[config.mk]
export PLATFORM = sky130hd
export DESIGN_NAME = pin_irq_status
export DESIGN_NICKNAME = d
export VERILOG_FILES = /design/src/hdl/pin_irq_status.v /design/src/hdl/pin_sync3.v
export VERILOG_INCLUDE_DIRS = /design/src /design/src/hdl
export SDC_FILE = /design/constraint.sdc
export NUM_CORES = 1
export LEC_CHECK = 0
export BUFFER_PORTS_ARGS = -buffer_cell sky130_fd_sc_hd__buf_2
export CORE_UTILIZATION = 54
export CTS_BUF_LIST = sky130_fd_sc_hd__clkbuf_2
export CTS_CLUSTER_SIZE = 12
export DETAILED_ROUTE_END_ITERATION = 12
export MAX_ROUTING_LAYER = met4
export PLACE_DENSITY = 0.74
export SYNTH_ARGS = -nofsm -noshare
export SYNTH_HDL_FRONTEND = slang
export SYNTH_SLANG_ARGS = --single-unit
[constraint.sdc]
create_clock -name clk -period 1.7 [get_ports clk]
set_input_delay 0.17 -clock clk [delete_from_list [all_inputs] [get_ports clk]]
set_output_delay 0.17 -clock clk [all_outputs]
set_load 0.01 [all_outputs]
[src/hdl/pin_irq_defines.vh]
`ifndef PIN_IRQ_DEFINES_VH
`define PIN_IRQ_DEFINES_VH
// ****************************************************************
// Register offsets.
// ****************************************************************
`define PIN_IRQ_ENABLE_OFFSET 8'h00
`define PIN_FUNCTION_SELECT_OFFSET 8'h04
`define PIN_DIRECTION_OFFSET 8'h08
`define PIN_EDGE_POLARITY_OFFSET 8'h0C
`define PIN_PENDING_FLAGS_OFFSET 8'h10
`define PIN_PENDING_CLEAR_OFFSET 8'h14
`define PORT_IRQ_STATUS_OFFSET 8'h18
// ****************************************************************
// Field layout and reset values.
// ****************************************************************
`define PIN_COUNT 23
`define PIN_MSB 22
`define DATA_PIN_MSB 19
`define CTRL_PIN_LSB 20
`define SUMMARY_BIT 0
`define PIN_REG_RESET 23'h000000
`define READ_ZERO 32'h00000000
`endif

[src/hdl/pin_irq_status.v]
// The placing of the registers and the address-and-strobe port are this design's own decisions.
`timescale 1ns/1ps
`include "pin_irq_defines.vh"
module pin_irq_status (
  // Clock and reset.
  input wire clk,
  input wire arst_n,
  // Register port.
  input wire [7:0] reg_addr,
  input wire [31:0] reg_wdata,
  input wire reg_wr,
  input wire reg_rd,
  output reg [31:0] reg_rdata_q,
  // Pins.
  input wire [2:0] video_ctrl_pins,
  input wire [19:0] video_data_pins,
  // Status outputs.
  output reg [22:0] pin_pending_q,
  output reg port_summary_q
);
  // ****************************************************************
  // Configuration registers.
  // ****************************************************************
  reg [22:0] irq_enable_q;
  reg [22:0] irq_enable_d;
  reg [22:0] function_sel_q;
  reg [22:0] function_sel_d;
  reg [22:0] direction_q;
  reg [22:0] direction_d;
  reg [22:0] polarity_q;
  reg [22:0] polarity_d;

  wire sel_enable;
  wire sel_function;
  wire sel_direction;
  wire sel_polarity;
  wire sel_flags;
  wire sel_clear;
  wire sel_summary;
  wire wr_enable;
  wire wr_function;
  wire wr_direction;
  wire wr_polarity;
  wire wr_clear;
  wire wr_summary;

  wire [22:0] raw_pins;
  wire [22:0] pin_level;
  reg [22:0] prev_level_q;
  wire [22:0] hit;
  wire [2:0] clr_ctrl;
  wire [19:0] clr_data;
  wire [22:0] clr_mask;
  wire [22:0] pending_d;

  wire any_hit;
  wire any_left;
  wire summary_set;
  wire summary_clr;
  reg summary_d;

  wire [2:0] ctrl_pending;
  wire [19:0] data_pending;
  wire [31:0] enable_word;
  wire [31:0] function_word;
  wire [31:0] direction_word;
  wire [31:0] polarity_word;
  wire [31:0] flags_word;
  wire [31:0] clear_word;
  wire [31:0] summary_word;
  reg [31:0] rd_word;
  reg [31:0] rdata_d;
  genvar gi;

  // ****************************************************************
  // Register decode.
  // ****************************************************************
  assign sel_enable = (reg_addr == `PIN_IRQ_ENABLE_OFFSET);
  assign sel_function = (reg_addr == `PIN_FUNCTION_SELECT_OFFSET);
  assign sel_direction = (reg_addr == `PIN_DIRECTION_OFFSET);
  assign sel_polarity = (reg_addr == `PIN_EDGE_POLARITY_OFFSET);
  assign sel_flags = (reg_addr == `PIN_PENDING_FLAGS_OFFSET);
  assign sel_clear = (reg_addr == `PIN_PENDING_CLEAR_OFFSET);
  assign sel_summary = (reg_addr == `PORT_IRQ_STATUS_OFFSET);

  assign wr_enable = reg_wr & sel_enable;
  assign wr_function = reg_wr & sel_function;
  assign wr_direction = reg_wr & sel_direction;
  assign wr_polarity = reg_wr & sel_polarity;
  assign wr_clear = reg_wr & sel_clear;
  assign wr_summary = reg_wr & sel_summary & reg_wdata[`SUMMARY_BIT];

  // ****************************************************************
  // Configuration next values.
  // ****************************************************************
  always @* begin
    irq_enable_d = irq_enable_q;
    if (wr_enable) begin
      irq_enable_d = reg_wdata[`PIN_MSB:0];
    end
  end

  always @* begin
    function_sel_d = function_sel_q;
    if (wr_function) begin
      function_sel_d = reg_wdata[`PIN_MSB:0];
    end
  end

  always @* begin
    direction_d = direction_q;
    if (wr_direction) begin
      direction_d = reg_wdata[`PIN_MSB:0];
    end
  end

  always @* begin
    polarity_d = polarity_q;
    if (wr_polarity) begin
      polarity_d = reg_wdata[`PIN_MSB:0];
    end
  end

  // ****************************************************************
  // Configuration flip-flops.
  // ****************************************************************
  always @(posedge clk or negedge arst_n) begin
    if (!arst_n) begin
      irq_enable_q <= `PIN_REG_RESET;
    end else begin
      irq_enable_q <= irq_enable_d;
    end
  end

  always @(posedge clk or negedge arst_n) begin
    if (!arst_n) begin
      function_sel_q <= `PIN_REG_RESET;
    end else begin
      function_sel_q <= function_sel_d;
    end
  end

  always @(posedge clk or negedge arst_n) begin
    if (!arst_n) begin
      direction_q <= `PIN_REG_RESET;
    end else begin
      direction_q <= direction_d;
    end
  end

  always @(posedge clk or negedge arst_n) begin
    if (!arst_n) begin
      polarity_q <= `PIN_REG_RESET;
    end else begin
      polarity_q <= polarity_d;
    end
  end

  // ****************************************************************
  // Pin synchronisers.
  // ****************************************************************
  assign raw_pins = {video_ctrl_pins, video_data_pins};
  pin_sync3 u_sync (
    .clk(clk),
    .arst_n(arst_n),
    .pin_raw(raw_pins),
    .pin_level_q(pin_level)
  );

  always @(posedge clk or negedge arst_n) begin
    if (!arst_n) begin
      prev_level_q <= `PIN_REG_RESET;
    end else begin
      prev_level_q <= pin_level;
    end
  end

  // ****************************************************************
  // Clear mask.
  // ****************************************************************
  assign clr_ctrl = reg_wdata[`PIN_MSB:`CTRL_PIN_LSB];
  assign clr_data = reg_wdata[`DATA_PIN_MSB:0];
  assign clr_mask = wr_clear ? {clr_ctrl, clr_data} : `PIN_REG_RESET;

  // ****************************************************************
  // Per-pin edge detection and pending flags.
  // ****************************************************************
  generate
    for (gi = 0; gi < `PIN_COUNT; gi = gi + 1) begin : g_pin
      wire armed;
      wire rise;
      wire fall;
      wire trig;
      wire clr;
      // Direction bit one means input.
      assign armed = irq_enable_q[gi] & function_sel_q[gi] & direction_q[gi];
      assign rise = pin_level[gi] & ~prev_level_q[gi];
      assign fall = ~pin_level[gi] & prev_level_q[gi];
      assign trig = polarity_q[gi] ? fall : rise;
      assign clr = clr_mask[gi];
      assign hit[gi] = armed & trig;
      assign pending_d[gi] = hit[gi] | (pin_pending_q[gi] & ~clr);
    end
  endgenerate

  // ****************************************************************
  // Pending flag flip-flops.
  // ****************************************************************
  always @(posedge clk or negedge arst_n) begin
    if (!arst_n) begin
      pin_pending_q <= `PIN_REG_RESET;
    end else begin
      pin_pending_q <= pending_d;
    end
  end

  // ****************************************************************
  // Port summary flag.
  // ****************************************************************
  assign any_hit = |hit;
  assign any_left = |pending_d;
  assign summary_set = any_hit | (wr_summary & any_left);
  assign summary_clr = wr_summary;

  always @* begin
    summary_d = port_summary_q;
    if (summary_clr) begin
      summary_d = 1'h0;
    end
    if (summary_set) begin
      summary_d = 1'h1;
    end
  end

  always @(posedge clk or negedge arst_n) begin
    if (!arst_n) begin
      port_summary_q <= 1'h0;
    end else begin
      port_summary_q <= summary_d;
    end
  end

  // ****************************************************************
  // Read data.
  // ****************************************************************
  assign ctrl_pending = pin_pending_q[`PIN_MSB:`CTRL_PIN_LSB];
  assign data_pending = pin_pending_q[`DATA_PIN_MSB:0];
  assign enable_word = {9'h000, irq_enable_q};
  assign function_word = {9'h000, function_sel_q};
  assign direction_word = {9'h000, direction_q};
  assign polarity_word = {9'h000, polarity_q};
  assign flags_word = {9'h000, ctrl_pending, data_pending};
  assign clear_word = `READ_ZERO;
  assign summary_word = {31'h00000000, port_summary_q};

  always @* begin
    rd_word = `READ_ZERO;
    if (sel_enable) begin
      rd_word = enable_word;
    end
    if (sel_function) begin
      rd_word = function_word;
    end
    if (sel_direction) begin
      rd_word = direction_word;
    end
    if (sel_polarity) begin
      rd_word = polarity_word;
    end
    if (sel_flags) begin
      rd_word = flags_word;
    end
    if (sel_clear) begin
      rd_word = clear_word;
    end
    if (sel_summary) begin
      rd_word = summary_word;
    end
  end

  always @* begin
    rdata_d = `READ_ZERO;
    if (reg_rd) begin
      rdata_d = rd_word;
    end
  end

  always @(posedge clk or negedge arst_n) begin
    if (!arst_n) begin
      reg_rdata_q <= `READ_ZERO;
    end else begin
      reg_rdata_q <= rdata_d;
    end
  end
endmodule // pin_irq_status

[src/hdl/pin_sync3.v]
`timescale 1ns/1ps
`include "pin_irq_defines.vh"
module pin_sync3 (
  // Clock and reset.
  input wire clk,
  input wire arst_n,
  // Raw pins and filtered levels.
  input wire [22:0] pin_raw,
  output reg [22:0] pin_level_q
);
  reg [22:0] meta_q;
  reg [22:0] s2_q;
  reg [22:0] s3_q;
  always @(posedge clk or negedge arst_n) begin
    if (!arst_n) begin
      meta_q <= `PIN_REG_RESET;
      s2_q <= `PIN_REG_RESET;
      s3_q <= `PIN_REG_RESET;
      pin_level_q <= `PIN_REG_RESET;
    end else begin
      meta_q <= pin_raw;
      s2_q <= meta_q;
      s3_q <= s2_q;
      pin_level_q <= (s2_q & s3_q) | (pin_level_q & (s2_q | s3_q));
    end
  end
endmodule // pin_sync3
# Word level (Yosys, flattened, before mapping)
# Cells that the tools add are included.
# Widths: inputs -> output; s select.
[classes]
addsub = 0
multipliers = 0
div_mod_pow = 0
order_cmp = 0
eq_ne = 6
n_shift = 0
n_mux = 34
bitwise_logic = 243
n_reduce_logical = 4
[op_table]
columns = ["op", "count"]
rows = [
  ["$mux 32", 6],
  ["$and 1x1->1", 146],
  ["$mux 23", 3],
  ["$not 1->1", 69],
  ["$and 23x23->23", 2],
  ["$or 23x23->23", 2],
  ["$reduce_or 23->1", 2],
  ["$mux 1", 25],
  ["$eq 8x5->1 const B", 3],
  ["$or 1x1->1", 24],
  ["$eq 8x4->1 const B", 2],
  ["$eq 8x3->1 const B", 1],
  ["$logic_not 8->1", 1],
  ["$reduce_bool 2->1", 1],
]
[word_totals]
regBits = 263
latch_bits = 0
mem_bits_rw = 0
rom_bits = 0
in_bits = 67
out_inout_bits = 56
wordCells = 299
n_memories = 0

# Depth between registers and ports, before layout
# Gate-level depths: netlist (run 1).
[logic_depth]
word_depth = 10
ltp_mapped = 9

# Cells and area by module
# A second synthesis (run 1) with hierarchy kept.
[hier_totals]
cells_unflattened = 693
hier_area_um2 = 9755.6
[by_module_without_submodules]
columns = ["module", "instances", "cells_each", "area_per_inst_um2"]
rows = [
  ["pin_irq_status", 1, 578, 7194.4],
  ["pin_sync3", 1, 115, 2561.2],
]

# Worst setup path after synthesis (run 1)
# OpenSTA, ideal clock, no wires.
[synth_path]
kind = "input port to flip-flop"
from = "in reg_addr[1]"
to = "reg port_summary_q"
setup_ns = 0.132
arrival_ns = 2.356
required_time_ns = 1.568
path_slack_ns = -0.787
stages = 8
path_buffers = 2
path_cell_list = "or4_4 > buf_6 > buf_6 > or4_1 > a21o_1 > or4_4 > nor4_2 > a31oi_1"
[synth_between]
elab_chain_cells = 10
word_cells_on_any_way = 80
classes_between = "eq/ne (2); mux (2); bitwise (74); reduce/logical (2)"
[synth_rtl]
columns = ["item", "line_no", "rtl"]
rows = [
  ["start: declaration", "pin_irq_status.v:9", "input wire [7:0] reg_addr,"],
  ["$eq 8x5->1 (no line) (*)", "--", ""],
  ["$and 1x1->1 (*)", "pin_irq_status.v:90", "assign wr_clear = reg_wr & sel_clear;"],
  ["$mux 23 (no line) (*)", "--", ""],
  ["$not 1->1 (*)", "pin_irq_status.v:202", "assign pending_d[gi] = hit[gi] | (pin_pending_q[gi] & ~clr);"],
  ["$and 1x1->1 (*)", "pin_irq_status.v:202", ""],
  ["$or 1x1->1 (*)", "pin_irq_status.v:202", ""],
  ["named net pending_d[21]", "pin_irq_status.v:54", "wire [22:0] pending_d;"],
  ["$reduce_or 23->1 (*)", "pin_irq_status.v:221", "assign any_left = |pending_d;"],
  ["$and 1x1->1 (*)", "pin_irq_status.v:222", "assign summary_set = any_hit | (wr_summary & any_left);"],
  ["$or 1x1->1 (*)", "pin_irq_status.v:222", ""],
  ["$mux 1 / $reduce_bool 2->1 (equally long branches)", "--", ""],
  ["end signal: assignment", "pin_irq_status.v:239", "port_summary_q <= summary_d;"],
  ["end: declaration", "pin_irq_status.v:19", "output reg port_summary_q"],
]
# The timed path passes the listed nets; every way through them passes the cells marked *.
# A chain may end at the register's enable or synchronous reset.

# Final worst setup path (run 1)
[layout_path]
from = "in reg_wr"
to = "reg port_summary_q"
[layout_between]
elab_chain_cells = 9
word_cells_on_any_way = 78
classes_between = "mux (2); bitwise (74); reduce/logical (2)"
[layout_rtl]
columns = ["item", "line_no", "rtl"]
rows = [
  ["start: declaration", "pin_irq_status.v:11", "input wire reg_wr,"],
  ["$and 1x1->1 (*)", "pin_irq_status.v:90", ""],
  ["$mux 23 (no line) (*)", "--", ""],
  ["$not 1->1 (*)", "pin_irq_status.v:202", ""],
  ["$and 1x1->1 (*)", "pin_irq_status.v:202", ""],
  ["$or 1x1->1 (*)", "pin_irq_status.v:202", ""],
  ["named net pending_d[2]", "pin_irq_status.v:54", ""],
  ["$reduce_or 23->1 (*)", "pin_irq_status.v:221", ""],
  ["$and 1x1->1 (*)", "pin_irq_status.v:222", ""],
  ["$or 1x1->1 (*)", "pin_irq_status.v:222", ""],
  ["$mux 1 / $reduce_bool 2->1 (equally long branches)", "--", ""],
]
# Marks and branches as above.

==> results.md, run 1 <==
- Seq/Total Area, Yosys: 0.647
- Mapped Area: roughly 9800 um2
- Violated checks: negative hold slack, negative setup slack
- Mapped Cells: 790
- Crit-path max cell delay: roughly 0.57 ns
- Minimum clock period: 1.93 ns
- IO Port Bufs: 104
- Leakage power: about 6.5 nW
- Place WS: -1.04 ns
- Worst Setup Start Kind: input pin
- Number of warnings issued by yosys: 0
- Vias in the first global route: between 7000 and 8000
- Core box area: between 15000 and 20000 um2
- Run status: finished, violations left
- FF-to-FF path depth: 6
- Most frequent cells in the layout: 254 x dfrtp_1, 138 x buf_4, 96 x nand2_1
- Sink Count: 254
- Endpoints failing setup: 3
- Hold Crit Class: in -> reg
- Top post-synthesis cells by area: dfrtp_1 65%, mux2_2 5.3%, nand2_1 3.7%
- Die ar.: 18700 um2
- Reg area: 6360 um2
- Final WL: 25400 um
- # fillers: between 1000 and 1500
- Fraction of registers with async set/reset: 1.00
- Maximum fanout along the worst path: 14
- Clock Pin Slew Worst Setup and Hold Paths: roughly 0.11 ns
- CTS tree: built
- Post-CTS Hold Fix Bufs: 78
- Synth Flop Type: dfrtp_1
- Critical path arrival: 2.64 ns
- Worst setup margin: -0.232 ns
- Yosys top cell area share: 0.647
- Power density over cell area: a little under 900 nW/um2
- GR Util All Layers: 0.291
- Worst-Skew Late Latency: about 0.85 ns
- Slowest-stage cell, CP: dlygate4sd3_1
- Max Cap Violations: 0
- Largest net degree at the start of global routing: 79
- Fin Hold WS: -0.0538 ns
- Sum Neg Setup Slack: -0.313 ns
- Worst R2R Start: u_sync.pin_level_q[2]$_DFF_PN0_
- DRC: 0
- Detailed-route via count: just under 8000
- I/O Pins: approximately 120
- Num rows: 48
- Hpwl dp: 16100 um
- TritonCTS buffer count: 61
- Area Overhead vs Synth: 33.9%
- Synthesized area per cell: roughly 12 um2
- RSZ-0062 raised after global routing: yes
- Die W: around 140 um
- First-pass GRT wire length: 40100 um
- Hold Crit Depth: 4
- Avg Vias per Cell: between 5 and 6
- Initial antenna violation count: 1
- TritonRoute pass-1 iters: 5
- Commonest non-fill, non-tap cell in the layout: dfrtp_1
- VDD IR max: 0.701 mV
- Slew Limit Headroom: 0.585
- Critical path endpoint category: register
- Grt ovf: 0
- Final Cycle Share: 1.14
- Buf+Inv Stages, Crit Path: 3
- Slew @ Worst Pin: roughly 0.62 ns
- Synth cell types: 43
- HP Start: reg_addr[7]
- CTS Root Cell: clkbuf_2
- Area taken by multi-input logic gates: about 3300 um2
- Area leader, netlist: dfrtp_1
- Crit Path Category: in -> reg
- NumNets Final: roughly 1200
- DR iter-0 viols: 503
- Crit-path cells: buf_2 -> dlygate4sd3_1 -> nand3b_1 -> buf_4 -> or4_1 -> a21o_1 -> or4_4 -> nor4_4 -> a31oi_1
- RR Endpoint: port_summary_q$_DFFE_PN0P_
- Yosys reg bits: about 250
- Layout cell share with drive strength beyond 1: 0.369
- Final GP Congestion: roughly 0.85
- Die height: 137 um
- Wire length per cell: roughly 18 um
- DRT antenna net count: 0
- CP required: approximately 2.4 ns
- Worst Skew: 0.0379 ns
- Final Max Tran Viols: 0
- Final hold vios: 8
- H-tree Lvls: 2
- Delay-heaviest family, CP: simple AND/OR/NAND/NOR gates
- Clock buffer depth: 3
- Post-synth EDFFs: 0
- Worst Hold End: pin_pending_q[2]$_DFF_PN0_
- Worst reg2reg setup slack: -0.23 ns
- Initial core utilization: 0.560
- Fmax: ~0.52 GHz
[Yosys cell counts (all sizes together) (5+ instances only)]
cell / instances
nand3: 25
a22oi: 22
mux2i: 23
dfrtp: 254
buf: 16
a21o: 18
mux2: 47
nor4: 7
or4: 18
a21oi: 46
or2: 5
nand3b: 25
or3b: 23
o21ai: 68
nand2: 96
maj3: 23
inv: 15
nor3: 5
clkbuf: 28
[tightest hold or removal path, stage by stage]
cell and delay (ns):
buf_2 0.08, or4_4 0.23, or4_1 0.14, a21o_1 0.12
[where the power goes]
group          total (mW)  switching [mW]  internal (mW)
clock                3.91            2.37           1.54
combinational        1.01           0.463          0.550
sequential           6.52           0.182           6.34
[worst max path at each step]
stage	slack [ns]	startpoint	cells past startpoint	end
6_report	-0.23	reg_wr	9	port_summary_q$_DFFE_PN0P_
5_1_grt	-0.26	u_sync.pin_level_q[2]$_DFF_PN0_	6	port_summary_q$_DFFE_PN0P_
4_1_cts	-0.19	u_sync.pin_level_q[22]$_DFF_PN0_	6	port_summary_q$_DFFE_PN0P_
3_5_place_dp	-1.04	reg_addr[1]	7	port_summary_q$_DFFE_PN0P_
3_3_place_gp	-0.97	reg_addr[1]	7	port_summary_q$_DFFE_PN0P_
2_1_floorplan	-0.79	reg_addr[1]	8	port_summary_q$_DFFE_PN0P_
[timing repair]
action / in CTS / in global routing
endpoints found under the setup margin: 9 / 10
pin swaps: 2 / 3
resized for setup: 25 / 7
endpoints found under the hold margin: 416 / 8
buffers inserted: 11 / 5
[metal layers]
layer | share of wire | vias up | global-route usage
li1 | - | 3567 | -
met1 | 0.42 | 3729 | 0.369
met2 | 0.48 | 325 | 0.460
met3 | 0.068 | 65 | 0.0570
met4 | 0.029 | 0 | 0.119
met5 | 0 | - | -
[per-stage QoR]
stage / power (mW) / cell area [um2] / instances / util
5_1_grt: 12.0 / 13200 / 1422 / 0.750
4_1_cts: 11.5 / 13100 / 1416 / 0.746
3_5_place_dp: 7.47 / 11500 / 1218 / 0.658
6_report: 11.4 / 13200 / 1422 / 0.750
3_3_place_gp: 7.42 / 11500 / 1218 / 0.658
2_1_floorplan: 6.94 / 9890 / 798 / -
[final cells by class]
class                      count  area share
multi-input combinational    485       0.252
antenna                        1    0.000190
clock buffer                  88      0.0335
inverter                      15     0.00428
sequential                   254       0.483
tap                          225      0.0214
clock inverter                21     0.00809
timing repair buffer         333       0.198
[cells by family after synthesis]
family / synth area share
AOI/OAI and AO/OA: 0.0981
xor gates and xnor gates: 0.000892
adders and majority gates: 0.0234
buffers and inverters: 0.0275
DFF: 0.647
muxes: 0.0796
other: 0.000382
and+or+nand+nor: 0.123
(Power assumes the default switching activity.)
==> inputs of run 2 (changes only) <==
- CELL_PAD_IN_SITES_DETAIL_PLACEMENT: not set -> 1
- CELL_PAD_IN_SITES_GLOBAL_PLACEMENT: not set -> 2
- CORE_UTILIZATION: 54 -> 37
==> results.md, run 2 (same netlist as run 1, synthesis figures left out) <==
- Commonest non-fill, non-tap cell in the layout: dfrtp_1
- NumNets Final: between 1000 and 1500
- Max Cap Violations: 0
- Most frequent cells in the layout: 250 x dfrtp_1, 156 x buf_4, 109 x clkbuf_2
- Worst R2R Start: u_sync.pin_level_q[2]$_DFF_PN0_
- Die height: ~160 um
- Hpwl dp: roughly 19000 um
- WP depth: 7
- Final hold vios: 8
- Violated checks: negative hold slack, negative setup slack
- Fin Hold WS: -0.0696 ns
- Total power: 11.9 mW
- Vias in the first global route: around 8300
- Clock buffer depth: 3
- GR Util All Layers: 0.227
- Worst reg2reg setup slack: -0.21 ns
- Grt ovf: 0
- Slowest-stage cell, CP: or4_2
- Die ar.: 27200 um2
- Core box area: about 26000 um2
- Minimum clock period: 1.95 ns
- RR Endpoint: port_summary_q$_DFFE_PN0P_
- First-pass GRT wire length: approximately 45000 um
- Initial core utilization: 0.377
- I/O Pins: about 120
- Hold Crit Class: in -> reg
- Final cell count without fillers: ~1600
- DRT antenna net count: 0
- CTS Root Cell: clkbuf_2
- TritonRoute pass-1 iters: 4
- Initial antenna violation count: 1
- Buf+Inv Stages, Crit Path: 1
- Detailed-route via count: approximately 8000
- DR iter-0 viols: 322
- Run status: finished, violations left
- Crit-path max cell delay: slightly below 0.8 ns
- Final Cycle Share: 1.15
- Delay-heaviest family, CP: simple AND/OR/NAND/NOR gates
- CP required: roughly 2.4 ns
- Sink Count: roughly 250
- TritonCTS buffer count: 71
- Worst Skew: 0.0410 ns
- Final GP Congestion: slightly above 0.8
- Slew Limit Headroom: 0.565
- Clock Pin Slew Worst Setup and Hold Paths: 0.10 ns
- Crit-path cells: buf_2 -> or4_2 -> or4_1 -> a21o_1 -> or4_4 -> nor4_4 -> a31oi_1
- Place WS: -1.06 ns
- FF-to-FF path depth: 6
- Leakage power: between 6 and 7 nW
- Crit Path Category: in -> reg
- H-tree Lvls: 3
- # fillers: around 2800
- Endpoints failing setup: 1
- Slew @ Worst Pin: 0.652 ns
- Power density over cell area: 867 nW/um2
- Crit path from: reg_addr[6]
- CTS tree: built
- Critical path arrival: about 2.7 ns
- Num rows: 59
- Final WL: a little under 30000 um
- Avg Vias per Cell: between 4 and 5
- Die W: ~160 um
- Area Overhead vs Synth: 39.3%
- Final Max Tran Viols: 0
- Worst-Skew Late Latency: 0.84 ns
- RSZ-0062 raised after global routing: yes
- Hold Crit Depth: 4
- Wire length per cell: roughly 19 um
- DRC: 0
- Layout cell share with drive strength beyond 1: 0.401
- Fmax: 0.514 GHz
- Critical path endpoint category: register
- Largest net degree at the start of global routing: 62
- Maximum fanout along the worst path: 7
- Crit path to: port_summary_q$_DFFE_PN0P_
- VDD IR max: approximately 0.53 mV
- IO Port Bufs: ~100
- Core Util, Final: 0.525
- Worst Setup Start Kind: input pin
- Placed cells: 1346
- Worst setup margin: -0.247 ns
==> run 2: cell types whose count changed in the layout (fill, tap and decap cells not counted), moves of 2 or more <==
cell	before	now
buf_4	138	156
dlymetal6s4s_1	0	2
buf_12	6	8
buf_6	16	25
dfrtp_1	254	250
clkbuf_2	88	109
clkinv_1	18	6
buf_2	95	91
dfrtp_2	0	4
==> run 2: power breakdown <==
part / total [mW] / switching [mW] / internal [mW] / leakage, nW
Sequential: 6.51 / 0.177 / 6.34 / 3.26
Combinational: 1.05 / 0.482 / 0.573 / 3.06
Clock: 4.29 / 2.48 / 1.81 / 0.485
Total: 11.9 / 3.14 / 8.72 / 6.80
==> run 2: repair_timing <==
action	in CTS	in global routing
gates cloned	0	3
setup buffers	15	7
setup endpoints to repair	18	50
hold buffers	80	1
endpoints found under the hold margin	416	9
pin swaps	3	8
resized for setup	34	14
==> run 2: cell type report <==
cell class,count,area (um2),share of cell area
well taps,335,419,0.0306
clock inverters,9,60.1,0.00439
inverters,15,56.3,0.00412
repair buffers,361,2900,0.212
flip-flops and latches,254,6360,0.465
diodes,1,2.50,0.000183
clock buffers,109,546,0.0399
multi-input cells,486,3330,0.244
==> run 2: worst min-delay path by stage <==
stage	startpoint	endpoint	slack (ns)
floorplan	arst_n	direction_q[0]$_DFFE_PN0P_	-0.13
global placement	arst_n	prev_level_q[16]$_DFF_PN0_	0.08
detailed placement	arst_n	u_sync.s2_q[16]$_DFF_PN0_	0.08
CTS	reg_addr[6]	pin_pending_q[6]$_DFF_PN0_	-0.19
global route	reg_addr[0]	pin_pending_q[5]$_DFF_PN0_	-0.12
finish	reg_addr[0]	pin_pending_q[5]$_DFF_PN0_	-0.07
==> run 2: through the flow <==
| step | setup TNS [ns] | area [um2] |
|---|---|---|
| after detailed placement | -65.39 | 11800 |
| final | -0.247 | 13700 |
| after floorplan | -38.31 | 9890 |
| after CTS | -1.03 | 13500 |
| after global placement | -61.58 | 11800 |
| after global routing | -0.780 | 13700 |
==> run 2: metal layers <==
layer  vias to the layer above  share of wire  GRT usage
met1                      3914           0.45      0.290
met4                         0          0.029     0.0788
met2                       171           0.48      0.355
li1                       3627              -          -
met5                         -              0          -
met3                        62          0.041     0.0515
==> run 2: worst min-delay path, stage by stage <==
cell and delay (ns):
buf_2 0.12, or4_4 0.18, or4_1 0.12, a21o_1 0.13
